[config.mk]
export PLATFORM = sky130hd
export DESIGN_NAME = adsc_top
export DESIGN_NICKNAME = d
export VERILOG_FILES = /design/src/hw/adsc_top.v
export VERILOG_INCLUDE_DIRS = /design/src /design/src/hw
export SDC_FILE = /design/constraint.sdc
export NUM_CORES = 1
export LEC_CHECK = 0
export BUFFER_PORTS_ARGS = -buffer_cell sky130_fd_sc_hd__buf_2
export CAP_MARGIN = 20
export CORE_MARGIN = 1.5
export CORE_UTILIZATION = 55
export DETAILED_ROUTE_END_ITERATION = 10
export HOLD_SLACK_MARGIN = 0.03
export PLACE_DENSITY = 0.79
export SYNTH_ARGS = -nofsm -noshare
export SYNTH_HDL_FRONTEND = slang
export SYNTH_SLANG_ARGS = --single-unit
[constraint.sdc]
create_clock -name clock -period 6.2 [get_ports clock]
set_input_delay 0 -clock clock [delete_from_list [all_inputs] [get_ports clock]]
set_output_delay 0 -clock clock [all_outputs]
set_load 0.05 [all_outputs]
[src/hw/adsc_defs.vh]
`ifndef ADSC_DEFS_VH
`define ADSC_DEFS_VH

// ----------------------------------------------------------------------
// register addresses (low 16 bits of the cpu address)
// ----------------------------------------------------------------------
`define ADSC_ADDR_RES_A_HI   16'hffe0
`define ADSC_ADDR_RES_A_LO   16'hffe1
`define ADSC_ADDR_RES_B_HI   16'hffe2
`define ADSC_ADDR_RES_B_LO   16'hffe3
`define ADSC_ADDR_RES_C_HI   16'hffe4
`define ADSC_ADDR_RES_C_LO   16'hffe5
`define ADSC_ADDR_RES_D_HI   16'hffe6
`define ADSC_ADDR_RES_D_LO   16'hffe7
`define ADSC_ADDR_CSR        16'hffe8
`define ADSC_ADDR_TRIG       16'hffe9
`define ADSC_ADDR_RES_BASE   16'hffe0
`define ADSC_ADDR_RES_MASK   16'hfff8

// ----------------------------------------------------------------------
// reset values
// ----------------------------------------------------------------------
`define ADSC_CSR_RST         8'h00
`define ADSC_TRIG_RST        8'h7e
`define ADSC_RES_RST         10'h000
`define ADSC_TRIG_RSVD       7'h7e
`define ADSC_RD_UNMAPPED     8'hff

// ----------------------------------------------------------------------
// control/status field positions
// ----------------------------------------------------------------------
`define ADSC_CSR_END         7
`define ADSC_CSR_IE          6
`define ADSC_CSR_START       5
`define ADSC_CSR_SCAN        4
`define ADSC_CSR_SPEED       3
`define ADSC_CSR_GROUP       2
`define ADSC_TRIG_EN         7

// ----------------------------------------------------------------------
// conversion timing in states (one state per clock)
// ----------------------------------------------------------------------
`define ADSC_CONV_SLOW_FIRST 9'd266
`define ADSC_CONV_FAST_FIRST 9'd134
`define ADSC_CONV_SLOW_NEXT  9'd256
`define ADSC_CONV_FAST_NEXT  9'd128
`define ADSC_CNT_ONE         9'd1

`endif

[src/hw/adsc_top.v]
// Notes on behaviour
// - each conversion writes 10-bit result to slot
// - top eight bits high byte, two bits low
// - low byte bits 5..0 read zero
// - high byte direct, low byte via latch
// - result slots cleared by reset and standby
// - inputs n and n+4 share slot n
// - control/status cleared by reset and standby
// - end flag on single end or scan pass
// - end flag cleared by read-one then write-zero
// - interrupt enable gates end-flag interrupt request
// - start bit reads one while converting; trigger sets
// - single mode start bit clears itself at end
// - scan mode cycles until start bit cleared
// - start bit zero means converter stopped
// - mode bit zero single, one scan
// - speed bit selects 266 or 134 states
// - single mode group bit plus two-bit index
// - scan covers first input to indexed input
// - inputs 0-3 group zero, 4-7 group one
// - trigger falling edge starts only when enabled
// - high byte read copies low byte to latch
// - scan next channel starts immediately
// - later scan conversions take 256 or 128 states
`timescale 1ns/1ps
`include "adsc_defs.vh"

module adsc_top
(
    // clock and reset
    input  wire        clock,
    input  wire        rst,
    input  wire        standby,
    // cpu byte bus
    input  wire [15:0] cpu_addr,
    input  wire        cpu_rd,
    input  wire        cpu_wr,
    input  wire [7:0]  cpu_wdata,
    output reg  [7:0]  cpu_rdata,
    // external trigger, active low falling edge
    input  wire        ext_trigger_pin,
    // analog core black box
    output reg         core_start,
    output reg  [2:0]  core_channel,
    input  wire [9:0]  core_result,
    // end-of-conversion interrupt request
    output reg         conv_end_irq
);

    // ------------------------------------------------------------------
    // state codes, one-hot
    // ------------------------------------------------------------------
    localparam [1:0] ST_IDLE = 2'b01;   // converter stopped
    localparam [1:0] ST_CONV = 2'b10;   // conversion in progress

    // ------------------------------------------------------------------
    // storage
    // ------------------------------------------------------------------
    reg  [9:0] result_reg [0:3];        // one 10-bit slot per pair of inputs
    reg  [7:0] temp_latch_reg;          // low-byte holding latch
    reg        conv_end_flag_reg;       // sticky end flag
    reg        end_irq_enable_reg;
    reg        conv_start_bit_reg;
    reg        scan_mode_reg;
    reg        conv_speed_select_reg;
    reg  [2:0] chan_sel_reg;            // group_select, channel_index_hi/lo
    reg        ext_trigger_enable_reg;
    reg        end_flag_seen_reg;       // flag was read while one
    reg        trig_prev_reg;           // last trigger pin level
    reg  [1:0] state_reg;
    reg  [8:0] count_reg;               // states left in this conversion
    reg  [1:0] slot_reg;                // index within group being converted

    // ------------------------------------------------------------------
    // decode
    // ------------------------------------------------------------------
    wire       sel_csr   = (cpu_addr == `ADSC_ADDR_CSR);
    wire       sel_trig  = (cpu_addr == `ADSC_ADDR_TRIG);
    wire       sel_res   = ((cpu_addr & `ADSC_ADDR_RES_MASK) == `ADSC_ADDR_RES_BASE);
    wire [1:0] res_idx   = cpu_addr[2:1];
    wire       res_is_lo = cpu_addr[0];
    wire       csr_wr    = cpu_wr & sel_csr;
    wire       trig_wr   = cpu_wr & sel_trig;
    // falling edge on the trigger pin while triggering is enabled
    wire       trig_fall = ext_trigger_enable_reg & trig_prev_reg & ~ext_trigger_pin;
    // software write of the start bit, or the pin event
    wire       start_req = (csr_wr & cpu_wdata[`ADSC_CSR_START]) | trig_fall;
    // conversion finishing in this cycle
    wire       conv_done = (state_reg == ST_CONV) & (count_reg == `ADSC_CNT_ONE);
    // last channel of the scan group reached
    wire       last_slot = (slot_reg == chan_sel_reg[1:0]);
    wire       pass_done = conv_done & (~scan_mode_reg | last_slot);
    wire [2:0] csr_rd_val = {conv_end_flag_reg, end_irq_enable_reg, conv_start_bit_reg};

    // ------------------------------------------------------------------
    // cpu read data and low-byte latch
    // ------------------------------------------------------------------
    // high-byte read loads the latch so the pair is coherent
    always @(posedge clock or posedge rst)
    begin
        if (rst)
        begin
            cpu_rdata      <= 8'h00;
            temp_latch_reg <= 8'h00;
        end
        else if (standby)
        begin
            cpu_rdata      <= 8'h00;
            temp_latch_reg <= 8'h00;
        end
        else if (cpu_rd)
        begin
            if (sel_res & ~res_is_lo)
            begin
                cpu_rdata      <= result_reg[res_idx][9:2];
                temp_latch_reg <= {result_reg[res_idx][1:0], 6'b000000};
            end
            else if (sel_res)
                cpu_rdata <= temp_latch_reg;
            else if (sel_csr)
                cpu_rdata <= {csr_rd_val, scan_mode_reg,
                              conv_speed_select_reg, chan_sel_reg};
            else if (sel_trig)
                cpu_rdata <= {ext_trigger_enable_reg, `ADSC_TRIG_RSVD};
            else
                cpu_rdata <= `ADSC_RD_UNMAPPED;                             // unmapped
        end
    end

    // ------------------------------------------------------------------
    // control registers
    // ------------------------------------------------------------------
    // standby acts as a synchronous clear; reset is asynchronous
    always @(posedge clock or posedge rst)
    begin
        if (rst)
        begin
            end_irq_enable_reg     <= 1'b0;
            scan_mode_reg          <= 1'b0;
            conv_speed_select_reg  <= 1'b0;
            chan_sel_reg           <= 3'b000;
            ext_trigger_enable_reg <= 1'b0;
        end
        else if (standby)
        begin
            end_irq_enable_reg     <= 1'b0;
            scan_mode_reg          <= 1'b0;
            conv_speed_select_reg  <= 1'b0;
            chan_sel_reg           <= 3'b000;
            ext_trigger_enable_reg <= 1'b0;
        end
        else
        begin
            // settings take effect at once; software is expected
            // to stop conversion first, so no interlock here
            if (csr_wr)
            begin
                end_irq_enable_reg    <= cpu_wdata[`ADSC_CSR_IE];
                scan_mode_reg         <= cpu_wdata[`ADSC_CSR_SCAN];
                conv_speed_select_reg <= cpu_wdata[`ADSC_CSR_SPEED];
                chan_sel_reg          <= cpu_wdata[`ADSC_CSR_GROUP:0];
            end
            if (trig_wr)
                ext_trigger_enable_reg <= cpu_wdata[`ADSC_TRIG_EN];
        end
    end

    // ------------------------------------------------------------------
    // end flag with read-then-write-zero clear
    // ------------------------------------------------------------------
    // a new end event in the clearing cycle wins over the clear
    always @(posedge clock or posedge rst)
    begin
        if (rst)
        begin
            conv_end_flag_reg <= 1'b0;
            end_flag_seen_reg <= 1'b0;
        end
        else if (standby)
        begin
            conv_end_flag_reg <= 1'b0;
            end_flag_seen_reg <= 1'b0;
        end
        else if (pass_done)
        begin
            conv_end_flag_reg <= 1'b1;
            end_flag_seen_reg <= 1'b0;
        end
        else
        begin
            if (cpu_rd & sel_csr & conv_end_flag_reg)
                end_flag_seen_reg <= 1'b1;
            // writing one never sets the flag
            if (csr_wr & ~cpu_wdata[`ADSC_CSR_END] & end_flag_seen_reg)
            begin
                conv_end_flag_reg <= 1'b0;
                end_flag_seen_reg <= 1'b0;
            end
        end
    end

    // ------------------------------------------------------------------
    // conversion sequencer
    // ------------------------------------------------------------------
    // start bit mirrors the busy state: set by start, cleared by
    // software, end of single conversion, reset or standby
    always @(posedge clock or posedge rst)
    begin
        if (rst)
        begin
            state_reg          <= ST_IDLE;
            conv_start_bit_reg <= 1'b0;
            count_reg          <= `ADSC_CNT_ONE;
            slot_reg           <= 2'b00;
            core_start         <= 1'b0;
            core_channel       <= 3'b000;
        end
        else if (standby)
        begin
            state_reg          <= ST_IDLE;
            conv_start_bit_reg <= 1'b0;
            count_reg          <= `ADSC_CNT_ONE;
            slot_reg           <= 2'b00;
            core_start         <= 1'b0;
            core_channel       <= 3'b000;
        end
        else
        begin
            core_start <= 1'b0;
            case (state_reg)
                ST_IDLE:
                begin
                    if (start_req)
                    begin
                        // scan always begins at the group's first input
                        state_reg          <= ST_CONV;
                        conv_start_bit_reg <= 1'b1;
                        slot_reg           <= (cpu_wdata[`ADSC_CSR_SCAN] & csr_wr) |
                                              (scan_mode_reg & ~csr_wr) ?
                                              2'b00 :
                                              (csr_wr ? cpu_wdata[1:0] : chan_sel_reg[1:0]);
                        core_channel       <= csr_wr ?
                            {cpu_wdata[`ADSC_CSR_GROUP],
                             ((cpu_wdata[`ADSC_CSR_SCAN]) ? 2'b00 : cpu_wdata[1:0])} :
                            {chan_sel_reg[2], (scan_mode_reg ? 2'b00 : chan_sel_reg[1:0])};
                        core_start         <= 1'b1;
                        count_reg          <= (csr_wr ? cpu_wdata[`ADSC_CSR_SPEED] :
                                               conv_speed_select_reg) ?
                                              `ADSC_CONV_FAST_FIRST : `ADSC_CONV_SLOW_FIRST;
                    end
                end
                ST_CONV:
                begin
                    if (csr_wr & ~cpu_wdata[`ADSC_CSR_START])
                    begin
                        // software stop abandons the conversion
                        state_reg          <= ST_IDLE;
                        conv_start_bit_reg <= 1'b0;
                    end
                    else if (conv_done & ~scan_mode_reg)
                    begin
                        state_reg          <= ST_IDLE;
                        conv_start_bit_reg <= 1'b0;
                    end
                    else if (conv_done)
                    begin
                        // next channel, wrap after the indexed input
                        slot_reg     <= last_slot ? 2'b00 : slot_reg + 2'b01;
                        core_channel <= {chan_sel_reg[2],
                                         (last_slot ? 2'b00 : slot_reg + 2'b01)};
                        core_start   <= 1'b1;
                        count_reg    <= conv_speed_select_reg ?
                                        `ADSC_CONV_FAST_NEXT : `ADSC_CONV_SLOW_NEXT;
                    end
                    else
                        count_reg <= count_reg - `ADSC_CNT_ONE;
                end
                default:
                begin
                    state_reg          <= ST_IDLE;
                    conv_start_bit_reg <= 1'b0;
                end
            endcase
        end
    end

    // ------------------------------------------------------------------
    // result slots, one per generate entry
    // ------------------------------------------------------------------
    genvar gi;
    generate
        for (gi = 0; gi < 4; gi = gi + 1)
        begin : g_slot
            // slot gi serves input gi of either group
            // the group bit is ignored here, which is the slot sharing
            always @(posedge clock or posedge rst)
            begin
                if (rst)
                    result_reg[gi] <= `ADSC_RES_RST;
                else if (standby)
                    result_reg[gi] <= `ADSC_RES_RST;
                else if (conv_done & ({30'h0, core_channel[1:0]} == gi))
                    result_reg[gi] <= core_result;
            end
        end
    endgenerate

    // ------------------------------------------------------------------
    // interrupt request
    // ------------------------------------------------------------------
    // level request while flag and enable are both set; pass_done is
    // folded in so the request rises on the same edge as the flag
    always @(posedge clock or posedge rst)
    begin
        if (rst)
            conv_end_irq <= 1'h0;
        else if (standby)
            conv_end_irq <= 1'h0;
        else
            conv_end_irq <= end_irq_enable_reg & (conv_end_flag_reg | pass_done);
    end

    // ------------------------------------------------------------------
    // trigger pin history
    // ------------------------------------------------------------------
    // previous pin level for the falling-edge detector; it starts low,
    // so a pin already low when reset lifts is not taken for an edge,
    // at the cost of missing a real fall in the very first cycle
    always @(posedge clock or posedge rst)
    begin
        if (rst)
            trig_prev_reg <= 1'h0;
        else if (standby)
            trig_prev_reg <= 1'h0;
        else
            trig_prev_reg <= ext_trigger_pin;
    end

endmodule // adsc_top

==> flow_results.xml <==
<?xml version="1.0" encoding="UTF-8"?>
<metrics>
  <group name="cells_and_area">
    <metric name="nFillCells" unit="">591</metric>
    <metric name="share_of_post_route_cells_with_drive_strength_above_1" unit="%">19.65</metric>
    <metric name="finish.cell_count_without_fillers" unit="">618</metric>
    <metric name="largest_register_ffs" unit="">40</metric>
    <metric name="nets" unit="">558</metric>
    <metric name="mostFrequentLayoutCells" unit="">sky130_fd_sc_hd__nand2_1, sky130_fd_sc_hd__dfrtp_1, sky130_fd_sc_hd__buf_2, sky130_fd_sc_hd__a21oi_1, sky130_fd_sc_hd__nor2_1</metric>
    <metric name="postLayoutCoreUtil" unit="%">66.82</metric>
    <metric name="area_growth" unit="%">15.76</metric>
    <metric name="final_common_cell" unit="">sky130_fd_sc_hd__nand2_1</metric>
    <metric name="antennaDiodeCount" unit="">0</metric>
  </group>
  <group name="clocking">
    <metric name="cts_inserted_buffers" unit="">9</metric>
    <metric name="cts_hold_bufs" unit="">19</metric>
    <metric name="cts-resized-gates" unit="">0</metric>
    <metric name="path_clk_slew" unit="ns">0.09</metric>
    <metric name="clk-insertion-delay-late" unit="ns">0.37</metric>
    <metric name="clockRootBuffer" unit="">sky130_fd_sc_hd__clkbuf_8</metric>
    <metric name="clock_tree.htree_level_count" unit="">3</metric>
    <metric name="tritoncts_clock_tree" unit="">yes</metric>
    <metric name="clock_path_buffers" unit="">2</metric>
    <metric name="post_cts.repair.setup_buffers" unit="">0</metric>
    <metric name="clock_sinks" unit="">78</metric>
  </group>
  <group name="grt">
    <metric name="maximum_number_of_pins_on_one_net_before_global_route_repair" unit="">79</metric>
    <metric name="grt.busiest_layer" unit="">met2</metric>
    <metric name="via_count_of_the_first_global_routing_pass" unit="">3719</metric>
    <metric name="grtUsageMet3" unit="%">6.566</metric>
    <metric name="gr-usage-all-layers" unit="%">27.49</metric>
    <metric name="gr-usage-met1" unit="%">34.15</metric>
    <metric name="grt_antenna_before_repair" unit="">0</metric>
    <metric name="grt_first_pass_wirelength" unit="um">17670</metric>
    <metric name="gr-usage-met2" unit="%">46.30</metric>
    <metric name="grt_remaining_overflow" unit="">0</metric>
  </group>
  <group name="detailed_routing">
    <metric name="drc" unit="">0</metric>
    <metric name="finalWirelength" unit="um">10640</metric>
    <metric name="drt-wirelength-per-cell" unit="um">17.21</metric>
    <metric name="route.detailed.vias_per_inst" unit="">6.159</metric>
    <metric name="detail-route-antenna-nets" unit="">0</metric>
    <metric name="firstDrtPassIters" unit="">6</metric>
    <metric name="drt-initial-drc-count" unit="">290</metric>
    <metric name="via_count" unit="">3806</metric>
  </group>
  <group name="yosys">
    <metric name="synthesis.nets" unit="">501</metric>
    <metric name="yosysSeqAreaShare" unit="%">46.19</metric>
    <metric name="synth.lib_cells_used.distinct" unit="">61</metric>
    <metric name="syn-mean-instance-area" unit="um2">9.259</metric>
    <metric name="syn_area" unit="mm2">0.004232</metric>
    <metric name="synth_edf_count" unit="">0</metric>
    <metric name="synth_cells" unit="">457</metric>
    <metric name="synth_top_flop_cell" unit="">sky130_fd_sc_hd__dfrtp_1</metric>
    <metric name="ys_ff_latch" unit="">78</metric>
    <metric name="synthesis_warning_total" unit="">0</metric>
    <metric name="share_of_flip_flops_with_an_asynchronous_set_or_reset" unit="%">100.0</metric>
  </group>
  <group name="sta">
    <metric name="slew_headroom" unit="%">36.02</metric>
    <metric name="final_period_minus_worst_setup_slack" unit="ns">2.649</metric>
    <metric name="transition_time_of_the_tightest_slew_check_pin" unit="ns">0.9597</metric>
    <metric name="hold_ws" unit="ns">0.04734</metric>
    <metric name="layout_worst_path_cycle_share" unit="%">42.72</metric>
    <metric name="achievable-frequency" unit="MHz">377.6</metric>
    <metric name="final_hold_viol_count" unit="">0</metric>
    <metric name="rsz0062_at_grt" unit="">no</metric>
    <metric name="fin_setup_tns" unit="ns">0</metric>
    <metric name="drv_slew" unit="">0</metric>
    <metric name="clock_skew" unit="ns">0.01382</metric>
    <metric name="report.final.setup_viol" unit="">0</metric>
  </group>
  <group name="critical_path">
    <metric name="path_class" unit="">reg2reg</metric>
    <metric name="critPathMaxFanout" unit="">6</metric>
    <metric name="cp-start-kind" unit="">flop</metric>
    <metric name="regToRegStartpoint" unit="">count_reg[0]</metric>
    <metric name="timing.critical_path.required" unit="ns">6.45</metric>
    <metric name="cp_data_arrival_time" unit="ns">2.90</metric>
    <metric name="end_kind" unit="">flop</metric>
    <metric name="ff2ff_setup_slack" unit="ns">3.55</metric>
    <metric name="critical_path.reg2reg.endpoint" unit="">core_channel[2]</metric>
    <metric name="r2r_cells" unit="">7</metric>
  </group>
  <group name="floorplan">
    <metric name="effective_utilization_at_floorplan" unit="%">57.72</metric>
    <metric name="die_area" unit="mm2">0.008229</metric>
    <metric name="ios" unit="">53</metric>
    <metric name="coreArea" unit="mm2">0.007331</metric>
    <metric name="die_x" unit="um">90.72</metric>
    <metric name="chipHeight" unit="um">90.72</metric>
    <metric name="num_rows" unit="">31</metric>
  </group>
  <group name="power">
    <metric name="power.share.switching" unit="%">28.90</metric>
    <metric name="p_seq_share" unit="%">52.4</metric>
    <metric name="p_leak" unit="nW">2.221</metric>
    <metric name="finalPower" unit="mW">0.9997</metric>
    <metric name="cellInternalPower" unit="mW">0.7108</metric>
    <metric name="worst_ir_drop_vdd" unit="mV">0.1402</metric>
    <metric name="total_switching_power" unit="mW">0.2889</metric>
    <metric name="clock_power_share" unit="%">36.3</metric>
    <metric name="power.share.combinational" unit="%">11.3</metric>
    <metric name="power_density" unit="mW/mm2">204.1</metric>
  </group>
  <group name="run_status">
    <metric name="run_status" unit="">completed</metric>
  </group>
  <group name="placed_design">
    <metric name="port-buffer-count" unit="">52</metric>
    <metric name="placed_cells_incl_taps" unit="">583</metric>
    <metric name="gp_congestion" unit="">0.9559</metric>
    <metric name="dp.final_hpwl" unit="um">7162</metric>
  </group>
  <group name="min_path">
    <metric name="worstHoldStart" unit="">cpu_wr</metric>
    <metric name="hold_path_depth" unit="">4</metric>
    <metric name="hp-class" unit="">in2reg</metric>
    <metric name="min_to" unit="">ext_trigger_enable_reg</metric>
  </group>
  <group name="job">
    <metric name="drv.max_cap_violation_count" unit="">0</metric>
  </group>
</metrics>
## final cells by class
class | count | area, um2 | share of cell area (%)
multi-input cells | 344 | 2138 | 43.65
flip-flops and latches | 78 | 1954 | 39.90
repair buffers | 73 | 465.4 | 9.502
clock buffers | 9 | 123.9 | 2.529
well taps | 99 | 123.9 | 2.529
clock inverters | 7 | 62.56 | 1.277
inverters | 8 | 30.03 | 0.6130
## how the worst max path moves through the flow
stage	startpoint	end	slack, ns
after global routing	state_reg[0]	core_channel[2]	3.36
after floorplan	count_reg[0]	core_channel[2]	3.87
after detailed placement	count_reg[0]	core_channel[2]	3.59
after CTS	count_reg[0]	core_channel[2]	3.57
after global placement	count_reg[0]	core_channel[2]	3.67
final	count_reg[0]	core_channel[2]	3.55
## power groups by stage
stage               Sequential, mW  Combinational, mW  Clock (mW)
finish                       0.524              0.113       0.363
CTS                          0.524              0.112       0.369
global route                 0.525              0.124       0.390
global placement             0.533              0.101           0
detailed placement           0.533              0.102           0
floorplan                    0.545             0.0556           0
## cell families after synthesis
family / count (synthesis) / share of synthesized area, %
buf+inv: 35 / 3.282
flops: 78 / 46.19
compound gates: 112 / 16.62
mux: 27 / 9.521
simple gates: 198 / 22.59
fa+ha+maj: 4 / 1.183
xor+xnor: 3 / 0.6210
## cell usage after synthesis, drive strengths merged, types with 3 or more instances
cell type	instances	share of area [%]
inv	8	0.71
mux4	10	5.3
o21ai	19	2.2
mux2	3	0.89
a21o	6	1.2
ha	4	1.2
nand3b	4	0.71
nand4	6	0.89
nor2b	5	0.74
buf	5	0.62
nand2	92	8.2
nor3	11	1.7
nand2b	4	0.59
o31ai	5	0.89
o22ai	4	0.59
a211oi	7	1.2
a32o	3	0.71
dfrtp	76	45
clkbuf	22	2.0
and2	3	0.44
nor2	42	4.0
nor3b	5	0.89
or3	6	1.2
nand3	9	1.1
o31a	3	0.65
mux2i	14	3.3
a21oi	48	5.8
and3	3	0.44
## worst max-delay path, stage by stage, from the launching register on
cell	delay, ns
sky130_fd_sc_hd__dfstp_2	0.58
sky130_fd_sc_hd__ha_1	0.23
sky130_fd_sc_hd__nor4b_1	0.40
sky130_fd_sc_hd__nand3_1	0.31
sky130_fd_sc_hd__o22a_1	0.31
sky130_fd_sc_hd__a21oi_2	0.23
sky130_fd_sc_hd__or3_4	0.20
sky130_fd_sc_hd__mux2_4	0.29
## routing by layer
metal | vias to the layer above | wire, um
li1 | 1745 | -
met1 | 1824 | 4175
met2 | 208 | 5302
met3 | 29 | 879
met4 | 0 | 278
met5 | - | 0
## through the flow
stage / setup WS [ns] / cell area, um2
after global placement: 3.665 / 4522
final: 3.551 / 4898
after floorplan: 3.870 / 4232
after CTS: 3.572 / 4898
after global routing: 3.358 / 4898
after detailed placement: 3.592 / 4522
Note: power is estimated with default switching activity, not from simulation.
